## config.mk

```make
export PLATFORM = sky130hd
export DESIGN_NAME = fcrs_top
export DESIGN_NICKNAME = d
export VERILOG_FILES = /design/src/common/fcrs_pkg.sv /design/src/hdl/fcrs_top.sv
export VERILOG_INCLUDE_DIRS = /design/src /design/src/common
export SDC_FILE = /design/constraint.sdc
export NUM_CORES = 1
export LEC_CHECK = 0
export BUFFER_PORTS_ARGS = -buffer_cell sky130_fd_sc_hd__buf_2
export CAP_MARGIN = 20
export CORE_ASPECT_RATIO = 0.75
export CORE_MARGIN = 1.5
export CORE_UTILIZATION = 47
export DETAILED_ROUTE_END_ITERATION = 10
export PLACE_DENSITY = 0.66
export SLEW_MARGIN = 20
export SYNTH_ARGS = -nofsm -noshare
export SYNTH_HDL_FRONTEND = slang
export SYNTH_SLANG_ARGS = --single-unit
export TNS_END_PERCENT = 1
```

## constraint.sdc

```tcl
create_clock -name clk_sys -period 5.1 [get_ports clk_sys]
set_clock_uncertainty 0.2 [all_clocks]
set_input_delay 0.255 -clock clk_sys [delete_from_list [all_inputs] [get_ports clk_sys]]
set_output_delay 0.255 -clock clk_sys [all_outputs]
set_load 0.1 [all_outputs]
```

## src/common/fcrs_defines.svh

```systemverilog
`ifndef FCRS_DEFINES_SVH
`define FCRS_DEFINES_SVH

// Register byte offsets.
`define FCRS_OFS_CTRL        6'h00
`define FCRS_OFS_CYCLE_HOURS 6'h04
`define FCRS_OFS_CUR_THR     6'h08
`define FCRS_OFS_PV_THR      6'h0C
`define FCRS_OFS_DET_TIME    6'h10
`define FCRS_OFS_REV_FREQ    6'h14
`define FCRS_OFS_REV_TIME    6'h18
`define FCRS_OFS_ALLOWED     6'h1C
`define FCRS_OFS_STATUS      6'h20
`define FCRS_OFS_IRQ_STS     6'h24
`define FCRS_OFS_IRQ_MASK    6'h28

// Control register fields and the feedback threshold enable bit.
`define FCRS_CTRL_MODE_LSB   0
`define FCRS_CTRL_PV_SEL     4
`define FCRS_CTRL_FLT_CLR    8
`define FCRS_PV_THR_EN       31

// Interrupt bit positions.
`define FCRS_IRQ_REVERSE     0
`define FCRS_IRQ_TRIP        1
`define FCRS_IRQ_WARN        2

// Reset values.
`define FCRS_RST_CUR_THR     8'h00
`define FCRS_RST_DET_TIME    10'h000
`define FCRS_RST_REV_FREQ    11'h000
`define FCRS_RST_REV_TIME    10'h000
`define FCRS_RST_ALLOWED     4'h1

// Ranges.
`define FCRS_CUR_THR_MAX     8'h96
`define FCRS_DET_TIME_MAX    10'h258
`define FCRS_REV_TIME_MAX    10'h258
`define FCRS_REV_FREQ_MAX    11'h4B0
`define FCRS_ALLOWED_MAX     4'hA
`define FCRS_CYCLE_MAX       14'h2710

// Timing.
`define FCRS_CLK_PERIOD_NS   10
`define FCRS_TICK_PERIOD_NS  1000000000
`define FCRS_SEC_PER_HOUR    12'hE10

`endif

```

## src/common/fcrs_pkg.sv

```systemverilog
package fcrs_pkg;

    typedef enum logic [1:0] {
        FCRS_OFF,
        FCRS_JAM_TRIP,
        FCRS_CLOG_TRIP,
        FCRS_CLOG_WARN
    } fcrs_mode_t;

    typedef enum logic [1:0] {
        FCRS_FWD,
        FCRS_REV,
        FCRS_TRIP
    } fcrs_state_t;

endpackage : fcrs_pkg

```

## src/hdl/fcrs_top.sv

```systemverilog
// How it works
// - Current at or above threshold means clog.
// - Feedback at or above signed threshold means clog.
// - Act only after condition holds detection time.
// - Action suspends PID, reverses, counts one event.
// - After reverse time, return forward under PID.
// - Trip mode: count spent, next detection trips.
// - Warning mode: count spent, warn and reverse.
// - Allowed count one to ten, then end action.
// - Cycle hours set: periodic reverse run.
// - Periodic run ignores clog detection.
// - Cycle due during detection run is skipped.
// - Mode codes: off, jam, clog trip, clog warn.
// - Second PID channel clears count and timers.
`timescale 1ns/100ps
`include "fcrs_defines.svh"

module fcrs_top #(
    parameter int unsigned TICK_CYCLES = `FCRS_TICK_PERIOD_NS / `FCRS_CLK_PERIOD_NS
) (
    // Clock and reset
    input  wire logic               clk_sys,
    input  wire logic               arst_n,
    // Avalon-MM slave
    input  wire logic [5:0]         avs_address,
    input  wire logic               avs_read,
    input  wire logic               avs_write,
    input  wire logic [31:0]        avs_writedata,
    input  wire logic [3:0]         avs_byteenable,
    output logic      [31:0]        avs_readdata,
    output logic                    avs_waitrequest,
    // Drive measurements
    input  wire logic [7:0]         output_current_pct,
    input  wire logic signed [23:0] feedback_pv,
    input  wire logic               overcurrent_hit,
    input  wire logic               pid_channel2,
    // Drive commands
    output logic                    pid_suspend,
    output logic                    reverse_run,
    output logic      [10:0]        reverse_frequency,
    output logic                    clog_fault_trip,
    output logic                    jam_fault_trip,
    output logic                    clog_warning,
    output logic                    irq
);

    // Bus handshake: first edge latches read data, second edge completes.
    logic        ack_q;
    logic [31:0] rdata_q;
    wire         req     = avs_read | avs_write;
    wire         wr_en   = avs_write & ack_q;
    wire  [5:0]  addr    = {avs_address[5:2], 2'b00};
    wire  [31:0] be_mask = {{8{avs_byteenable[3]}}, {8{avs_byteenable[2]}},
                            {8{avs_byteenable[1]}}, {8{avs_byteenable[0]}}};

    assign avs_waitrequest = req & ~ack_q;
    assign avs_readdata    = rdata_q;

    function automatic logic [31:0] merge(input logic [31:0] old, input logic [31:0] m,
                                          input logic [31:0] w);
        merge = (old & ~m) | (w & m);
    endfunction : merge

    // Configuration registers.
    logic [31:0] ctrl_q;
    logic [13:0] cycle_hours_q;
    logic [7:0]  cur_thr_q;
    logic [31:0] pv_thr_q;
    logic [9:0]  det_time_q;
    logic [10:0] rev_freq_q;
    logic [9:0]  rev_time_q;
    logic [3:0]  allowed_q;
    logic [2:0]  irq_sts_q;
    logic [2:0]  irq_mask_q;

    wire w_ctrl  = wr_en && addr == `FCRS_OFS_CTRL;
    wire w_cyc   = wr_en && addr == `FCRS_OFS_CYCLE_HOURS;
    wire w_cur   = wr_en && addr == `FCRS_OFS_CUR_THR;
    wire w_pv    = wr_en && addr == `FCRS_OFS_PV_THR;
    wire w_det   = wr_en && addr == `FCRS_OFS_DET_TIME;
    wire w_rfq   = wr_en && addr == `FCRS_OFS_REV_FREQ;
    wire w_rtm   = wr_en && addr == `FCRS_OFS_REV_TIME;
    wire w_alw   = wr_en && addr == `FCRS_OFS_ALLOWED;
    wire w_isr   = wr_en && addr == `FCRS_OFS_IRQ_STS;
    wire w_imk   = wr_en && addr == `FCRS_OFS_IRQ_MASK;

    wire [31:0] ctrl_w  = merge(ctrl_q, be_mask, avs_writedata);
    wire [31:0] cyc_w   = merge({18'h0_0000, cycle_hours_q}, be_mask, avs_writedata);
    wire [31:0] cur_w   = merge({24'h00_0000, cur_thr_q}, be_mask, avs_writedata);
    wire [31:0] pv_w    = merge(pv_thr_q, be_mask, avs_writedata);
    wire [31:0] det_w   = merge({22'h00_0000, det_time_q}, be_mask, avs_writedata);
    wire [31:0] rfq_w   = merge({21'h00_0000, rev_freq_q}, be_mask, avs_writedata);
    wire [31:0] rtm_w   = merge({22'h00_0000, rev_time_q}, be_mask, avs_writedata);
    wire [31:0] alw_w   = merge({28'h000_0000, allowed_q}, be_mask, avs_writedata);
    wire [31:0] imk_w   = merge({29'h0000_0000, irq_mask_q}, be_mask, avs_writedata);
    wire [2:0]  w1c     = (w_isr && avs_byteenable[0]) ? avs_writedata[2:0] : 3'h0;
    wire        flt_clr = w_ctrl && avs_byteenable[1] && avs_writedata[`FCRS_CTRL_FLT_CLR];

    // Out-of-range values are clamped on write.
    wire [7:0]  cur_clamp = (cur_w[7:0] > `FCRS_CUR_THR_MAX) ? `FCRS_CUR_THR_MAX : cur_w[7:0];
    wire [9:0]  det_clamp = (det_w[9:0] > `FCRS_DET_TIME_MAX) ? `FCRS_DET_TIME_MAX : det_w[9:0];
    wire [9:0]  rtm_clamp = (rtm_w[9:0] > `FCRS_REV_TIME_MAX) ? `FCRS_REV_TIME_MAX : rtm_w[9:0];
    wire [10:0] rfq_clamp = (rfq_w[10:0] > `FCRS_REV_FREQ_MAX) ?
                            `FCRS_REV_FREQ_MAX : rfq_w[10:0];
    wire [13:0] cyc_clamp = (cyc_w[13:0] > `FCRS_CYCLE_MAX) ? `FCRS_CYCLE_MAX : cyc_w[13:0];
    wire [3:0]  alw_clamp = (alw_w[3:0] == 4'h0) ? 4'h1 :
                            (alw_w[3:0] > `FCRS_ALLOWED_MAX) ? `FCRS_ALLOWED_MAX : alw_w[3:0];

    fcrs_pkg::fcrs_mode_t mode;
    assign mode = fcrs_pkg::fcrs_mode_t'(ctrl_q[1:0]);

    // Seconds tick and sequencer state.
    logic [26:0] presc_q;
    logic [9:0]  det_cnt_q;
    logic [9:0]  rev_cnt_q;
    logic [11:0] sec_in_hour_q;
    logic [13:0] hours_q;
    logic [3:0]  clog_count_q;
    logic        rev_by_cycle_q;
    fcrs_pkg::fcrs_state_t state_q;
    fcrs_pkg::fcrs_state_t state_d;

    wire tick      = presc_q == 27'(TICK_CYCLES - 1);
    wire in_fwd    = state_q == fcrs_pkg::FCRS_FWD;
    wire in_rev    = state_q == fcrs_pkg::FCRS_REV;
    wire active    = mode != fcrs_pkg::FCRS_OFF && !pid_channel2;

    wire cur_cond  = cur_thr_q != 8'h00 && output_current_pct >= cur_thr_q;
    wire pv_cond   = pv_thr_q[`FCRS_PV_THR_EN] &&
                     feedback_pv >= $signed(pv_thr_q[23:0]);
    wire clog_cond = ctrl_q[`FCRS_CTRL_PV_SEL] ? pv_cond : cur_cond;
    wire cond      = (mode == fcrs_pkg::FCRS_JAM_TRIP) ? overcurrent_hit : clog_cond;
    wire det_ok    = active && in_fwd && cond;
    wire fire      = det_ok && det_cnt_q >= det_time_q;
    wire spent     = clog_count_q >= allowed_q;
    wire rev_done  = in_rev && rev_cnt_q >= rev_time_q;
    wire cyc_due   = active && cycle_hours_q != 14'h0000 && hours_q >= cycle_hours_q;
    wire cyc_start = cyc_due && in_fwd && !fire;
    wire go_trip   = fire && spent && mode != fcrs_pkg::FCRS_CLOG_WARN;
    wire go_warn   = fire && spent && mode == fcrs_pkg::FCRS_CLOG_WARN;
    wire go_rev    = (fire && !go_trip) || cyc_start;

    always_comb begin
        state_d = state_q;
        unique case (state_q)
            fcrs_pkg::FCRS_FWD: begin
                if (go_trip) begin
                    state_d = fcrs_pkg::FCRS_TRIP;
                end else if (go_rev) begin
                    state_d = fcrs_pkg::FCRS_REV;
                end
            end
            fcrs_pkg::FCRS_REV: begin
                if (rev_done || !active) begin
                    state_d = fcrs_pkg::FCRS_FWD;
                end
            end
            fcrs_pkg::FCRS_TRIP: begin
                if (flt_clr) begin
                    state_d = fcrs_pkg::FCRS_FWD;
                end
            end
            default: state_d = fcrs_pkg::FCRS_FWD;
        endcase
    end

    wire [2:0] events = {go_warn, go_trip, go_rev};
    wire [9:0] det_cnt_d = (!det_ok) ? 10'h000 :
                           (tick && det_cnt_q != 10'h3FF) ? det_cnt_q + 10'h001 : det_cnt_q;
    wire [3:0] count_d = pid_channel2 || flt_clr ? 4'h0 :
                         (fire && !spent) ? clog_count_q + 4'h1 : clog_count_q;

    wire [31:0] status_word = {16'h0000, 2'b00, clog_warning, jam_fault_trip,
                               clog_fault_trip, rev_by_cycle_q, state_q, 4'h0, clog_count_q};
    wire [31:0] rd_mux =
        (addr == `FCRS_OFS_CTRL)        ? {ctrl_q[31:9], 1'b0, ctrl_q[7:0]} :
        (addr == `FCRS_OFS_CYCLE_HOURS) ? {18'h0_0000, cycle_hours_q} :
        (addr == `FCRS_OFS_CUR_THR)     ? {24'h00_0000, cur_thr_q} :
        (addr == `FCRS_OFS_PV_THR)      ? pv_thr_q :
        (addr == `FCRS_OFS_DET_TIME)    ? {22'h00_0000, det_time_q} :
        (addr == `FCRS_OFS_REV_FREQ)    ? {21'h00_0000, rev_freq_q} :
        (addr == `FCRS_OFS_REV_TIME)    ? {22'h00_0000, rev_time_q} :
        (addr == `FCRS_OFS_ALLOWED)     ? {28'h000_0000, allowed_q} :
        (addr == `FCRS_OFS_STATUS)      ? status_word :
        (addr == `FCRS_OFS_IRQ_STS)     ? {29'h0000_0000, irq_sts_q} :
        (addr == `FCRS_OFS_IRQ_MASK)    ? {29'h0000_0000, irq_mask_q} : 32'h0000_0000;

    always_ff @(posedge clk_sys or negedge arst_n) begin
        if (!arst_n) begin
            ack_q   <= 1'b0;
            rdata_q <= 32'h0000_0000;
        end else begin
            ack_q   <= req & ~ack_q;
            rdata_q <= (avs_read & ~ack_q) ? rd_mux : rdata_q;
        end
    end

    always_ff @(posedge clk_sys or negedge arst_n) begin
        if (!arst_n) begin
            ctrl_q        <= 32'h0000_0000;
            cycle_hours_q <= 14'h0000;
            cur_thr_q     <= `FCRS_RST_CUR_THR;
            pv_thr_q      <= 32'h0000_0000;
            det_time_q    <= `FCRS_RST_DET_TIME;
            rev_freq_q    <= `FCRS_RST_REV_FREQ;
            rev_time_q    <= `FCRS_RST_REV_TIME;
            allowed_q     <= `FCRS_RST_ALLOWED;
            irq_mask_q    <= 3'h0;
        end else begin
            if (w_ctrl) ctrl_q <= {ctrl_w[31:9], 1'b0, ctrl_w[7:0]};
            if (w_cyc)  cycle_hours_q <= cyc_clamp;
            if (w_cur)  cur_thr_q <= cur_clamp;
            if (w_pv)   pv_thr_q <= pv_w;
            if (w_det)  det_time_q <= det_clamp;
            if (w_rfq)  rev_freq_q <= rfq_clamp;
            if (w_rtm)  rev_time_q <= rtm_clamp;
            if (w_alw)  allowed_q <= alw_clamp;
            if (w_imk)  irq_mask_q <= imk_w[2:0];
        end
    end

    // A hardware event in the same cycle as its clear keeps the bit set.
    always_ff @(posedge clk_sys or negedge arst_n) begin
        if (!arst_n) begin
            irq_sts_q <= 3'h0;
        end else begin
            irq_sts_q <= (irq_sts_q & ~w1c) | events;
        end
    end

    always_ff @(posedge clk_sys or negedge arst_n) begin
        if (!arst_n) begin
            presc_q   <= 27'h000_0000;
            state_q   <= fcrs_pkg::FCRS_FWD;
            det_cnt_q <= 10'h000;
            clog_count_q <= 4'h0;
        end else begin
            presc_q   <= tick ? 27'h000_0000 : presc_q + 27'h000_0001;
            state_q   <= state_d;
            det_cnt_q <= det_cnt_d;
            clog_count_q <= count_d;
        end
    end

    // Reverse run timer and periodic cycle bookkeeping.
    always_ff @(posedge clk_sys or negedge arst_n) begin
        if (!arst_n) begin
            rev_cnt_q      <= 10'h000;
            rev_by_cycle_q <= 1'b0;
        end else begin
            rev_cnt_q      <= (!in_rev || pid_channel2) ? 10'h000 :
                              tick ? rev_cnt_q + 10'h001 : rev_cnt_q;
            rev_by_cycle_q <= (state_d == fcrs_pkg::FCRS_REV) &&
                              (cyc_start || (in_rev && rev_by_cycle_q));
        end
    end

    // A cycle falling due while a detection run reverses is dropped; the hours restart.
    always_ff @(posedge clk_sys or negedge arst_n) begin
        if (!arst_n) begin
            sec_in_hour_q <= 12'h000;
            hours_q       <= 14'h0000;
        end else if (!active || cyc_due) begin
            sec_in_hour_q <= 12'h000;
            hours_q       <= 14'h0000;
        end else if (tick) begin
            sec_in_hour_q <= (sec_in_hour_q == `FCRS_SEC_PER_HOUR - 12'h001) ?
                             12'h000 : sec_in_hour_q + 12'h001;
            hours_q       <= (sec_in_hour_q == `FCRS_SEC_PER_HOUR - 12'h001) ?
                             hours_q + 14'h0001 : hours_q;
        end
    end

    // A new trip or warning in the cycle of a fault clear keeps its flag set.
    always_ff @(posedge clk_sys or negedge arst_n) begin
        if (!arst_n) begin
            clog_fault_trip   <= 1'b0;
            jam_fault_trip    <= 1'b0;
            clog_warning      <= 1'b0;
            reverse_run       <= 1'b0;
            pid_suspend       <= 1'b0;
            reverse_frequency <= 11'h000;
        end else begin
            clog_fault_trip   <= (clog_fault_trip & ~flt_clr) |
                                 (go_trip && mode == fcrs_pkg::FCRS_CLOG_TRIP);
            jam_fault_trip    <= (jam_fault_trip & ~flt_clr) |
                                 (go_trip && mode == fcrs_pkg::FCRS_JAM_TRIP);
            clog_warning      <= (clog_warning & ~flt_clr & active) | go_warn;
            reverse_run       <= state_d == fcrs_pkg::FCRS_REV;
            pid_suspend       <= state_d != fcrs_pkg::FCRS_FWD;
            reverse_frequency <= (state_d == fcrs_pkg::FCRS_REV) ? rev_freq_q : 11'h000;
        end
    end

    assign irq = |(irq_sts_q & irq_mask_q);
endmodule : fcrs_top

```

==> results.toml <==
[run_status]
status = "completed"

[power_and_ir_drop]
leakage_nw = 7.42
fin_total_pwr_w = 0.00564
vdd_drop_max_uv = 262
pwr_density_cell_nw_per_um2 = 350

[clocking]
clk_latency_ns = 0.54
clock_path_buffers = 3
cts_root_buffer = "clkbuf_16"
clock_sinks = 255
cts.repair.resized = 0
tritoncts = "built"
clk_pin_slew_ns = 0.06
post_cts_buffers = 0
htreeDepth = 1
cts_buffers = 28

[global_route]
grt_max_degree = 122
grt_pass1_wl_mm = 62.7
antenna_found_initial = 0
grt_usage = 0.262
grt_pass1_vias = 11100
grt-ovfl-total = 0

[route]
vias = 11900
drt_iter0_drc = 1065
vias_per_cell = 5.93
first_pass_iters = 5
antenna_left = 0
drcViolationCount = 0
routed_wl_mm = 40.1
wl_per_cell_microns = 20.1

[timing]
setup_viol = 0
fin_hold_ws_ns = 0.0316
rsz0062_at_grt = "no"
slew_headroom = 0.372
worst_pin_slew_ns = 0.941
setup_ws_ns = 1.43
fin_setup_tns_ns = 0
fin_crit_ns = 3.67
drv_slew = 0
fin_crit_sh = 0.720
hold_violations = 0
fmax_mhz = 272

[critical_path]
critPathKind = "reg -> reg"
critPathArrivalTime_ns = 3.92
start_kind = "flip-flop"
cp_max_fo = 16
end_kind = "flip-flop"
worstPathRequired_ns = 5.35

[layout]
mostFrequentLayoutCells = "dfrtp_1 (254), nand2_1 (162), buf_2 (126)"
regArea_sq_um = 6380
fill_cells = 2568
drive_gt1_frac = 0.160
fin_area_sq_um = 16100
layout_commonest_cell = "dfrtp_1"
multi_input_area_sq_um = 6840
antenna_cells = 0
area_growth_pct = 16.5
layout.nets = 1747

[logic_synthesis]
syn_nets = 1598
synth-seq-cells = 255
ys_types = 78
synth_edf_count = 0
netlist_instances = 1442
synth.area.top_cells = "dfrtp_1 (46%), ha_1 (6.9%), nand2_1 (4.4%), o21ai_0 (4.2%), mux2_2 (3.9%)"
ys_warn_count = 0
ys_async_sr_fraction = 1.00
syn_area_per_cell_sq_um = 9.58
yosysTopAreaCellShare = 0.460
ys_seq_area_frac = 0.462
synth-main-ff-cell = "dfrtp_1"
yosys.area.top_type = "dfrtp_1"
syn_area_sq_um = 13800

[run]
drv_cap = 0

[floorplanning]
ios = 130
rows = 54
fp.dieH_microns = 151
die_area_sq_um = 30400
die_w_microns = 201
start_util = 0.476
core_sq_um = 29000

[placed_design]
io_buffers = 127
place_congestion = 0.887
pre_cts_ws_ns = 1.52
hpwl_mm = 29.0
place_area_sq_um = 14800

[worst_hold_path]
worstHoldPathType = "in -> reg"
-- cell families (layout without fill, tap and decap cells) --
kind of cell,Yosys count,after routing,share of synthesized area
AND/OR/NAND/NOR,468,468,0.162
multiplexers,67,67,0.0538
flip-flops,255,255,0.462
XOR/XNOR,46,46,0.0292
buffers and inverters,155,322,0.0440
AO/OA/AOI/OAI,375,375,0.180
adder cells (fa/ha/maj),76,76,0.0689
-- worst max-delay path, cell delays in order (launching register included) --
cell and delay [ns]:
dfrtp_1 0.34, inv_1 0.05, ha_1 0.32, nand4_1 0.23
or4_1 0.63, o311ai_2 0.49, o31a_1 0.52, mux2_2 0.57
a21boi_0 0.23
-- worst paths after layout --
check,slack [ns],startpoint,endpoint,cells after the start
setup / recovery,1.43,flip-flop,reverse_frequency[5]$_DFF_PN0_,8
hold / removal,0.03,pid_channel2,rev_cnt_q[7]$_DFFE_PN0P_,3
setup reg to reg,1.43,flip-flop,reverse_frequency[5]$_DFF_PN0_,8
hold reg to reg,0.27,avs_readdata[24]$_DFFE_PN0P_,avs_readdata[24]$_DFFE_PN0P_,2
max in group asynchronous,3.29,arst_n,det_time_q[9]$_DFFE_PN0P_,3
min in group asynchronous,0.22,arst_n,sec_in_hour_q[6]$_DFFE_PN0P_,2
-- where the power goes --
| group | leakage (nW) | switching (W) | internal (W) |
|---|---|---|---|
| combinational | 3.63 | 0.000822 | 0.000372 |
| sequential | 3.34 | 0.000200 | 0.00223 |
| clock | 0.447 | 0.000819 | 0.00119 |
| total | 7.42 | 0.00184 | 0.00380 |
-- final cells by class --
| cell class | count | area share |
|---|---|---|
| flip-flops and latches | 255 | 0.397 |
| clock inverters | 8 | 0.00583 |
| clock buffers | 40 | 0.0502 |
| multi-input cells | 1032 | 0.425 |
| repair buffers | 178 | 0.0695 |
| inverters | 96 | 0.0224 |
| well taps | 392 | 0.0305 |
-- what timing repair did --
item	CTS	global route
hold endpoints to repair	208	0
hold buffers	36	0
setup endpoints to repair	0	0
-- cells in the mapped netlist, types with 8 or more instances --
| cell | count |
|---|---|
| dfrtp_1 | 254 |
| nand2_1 | 162 |
| o21ai_0 | 116 |
| nor2_1 | 105 |
| inv_1 | 95 |
| ha_1 | 76 |
| a21oi_1 | 69 |
| nand3_1 | 57 |
| clkbuf_1 | 48 |
| mux2_2 | 48 |
| a22oi_1 | 36 |
| nand4_1 | 26 |
| xnor2_1 | 23 |
| xor2_1 | 23 |
| nor3_1 | 21 |
| or3_1 | 19 |
| mux2i_1 | 18 |
| a22o_1 | 16 |
| a21boi_0 | 13 |
| and3_1 | 12 |
| nand2b_1 | 12 |
| nor2b_1 | 12 |
| a31oi_1 | 11 |
| o22ai_1 | 11 |
| a21o_1 | 10 |
| nor4_1 | 10 |
| o211ai_1 | 10 |
| a211o_1 | 8 |
| o21a_1 | 8 |
-- per-stage QoR --
stage               instances  utilization
floorplan                1442            -
global placement         1917        0.511
detailed placement       1917        0.511
CTS                      2001        0.555
global route             2001        0.555
finish                   2001        0.555
-- per-layer routing --
metal	routed length (microns)	up-vias	global-route usage
met5	0	-	0
met1	18800	5784	0.400
met3	3620	56	0.0529
li1	-	5505	-
met2	16900	513	0.381
met4	778	0	0.0575
(Power assumes the default switching activity.)
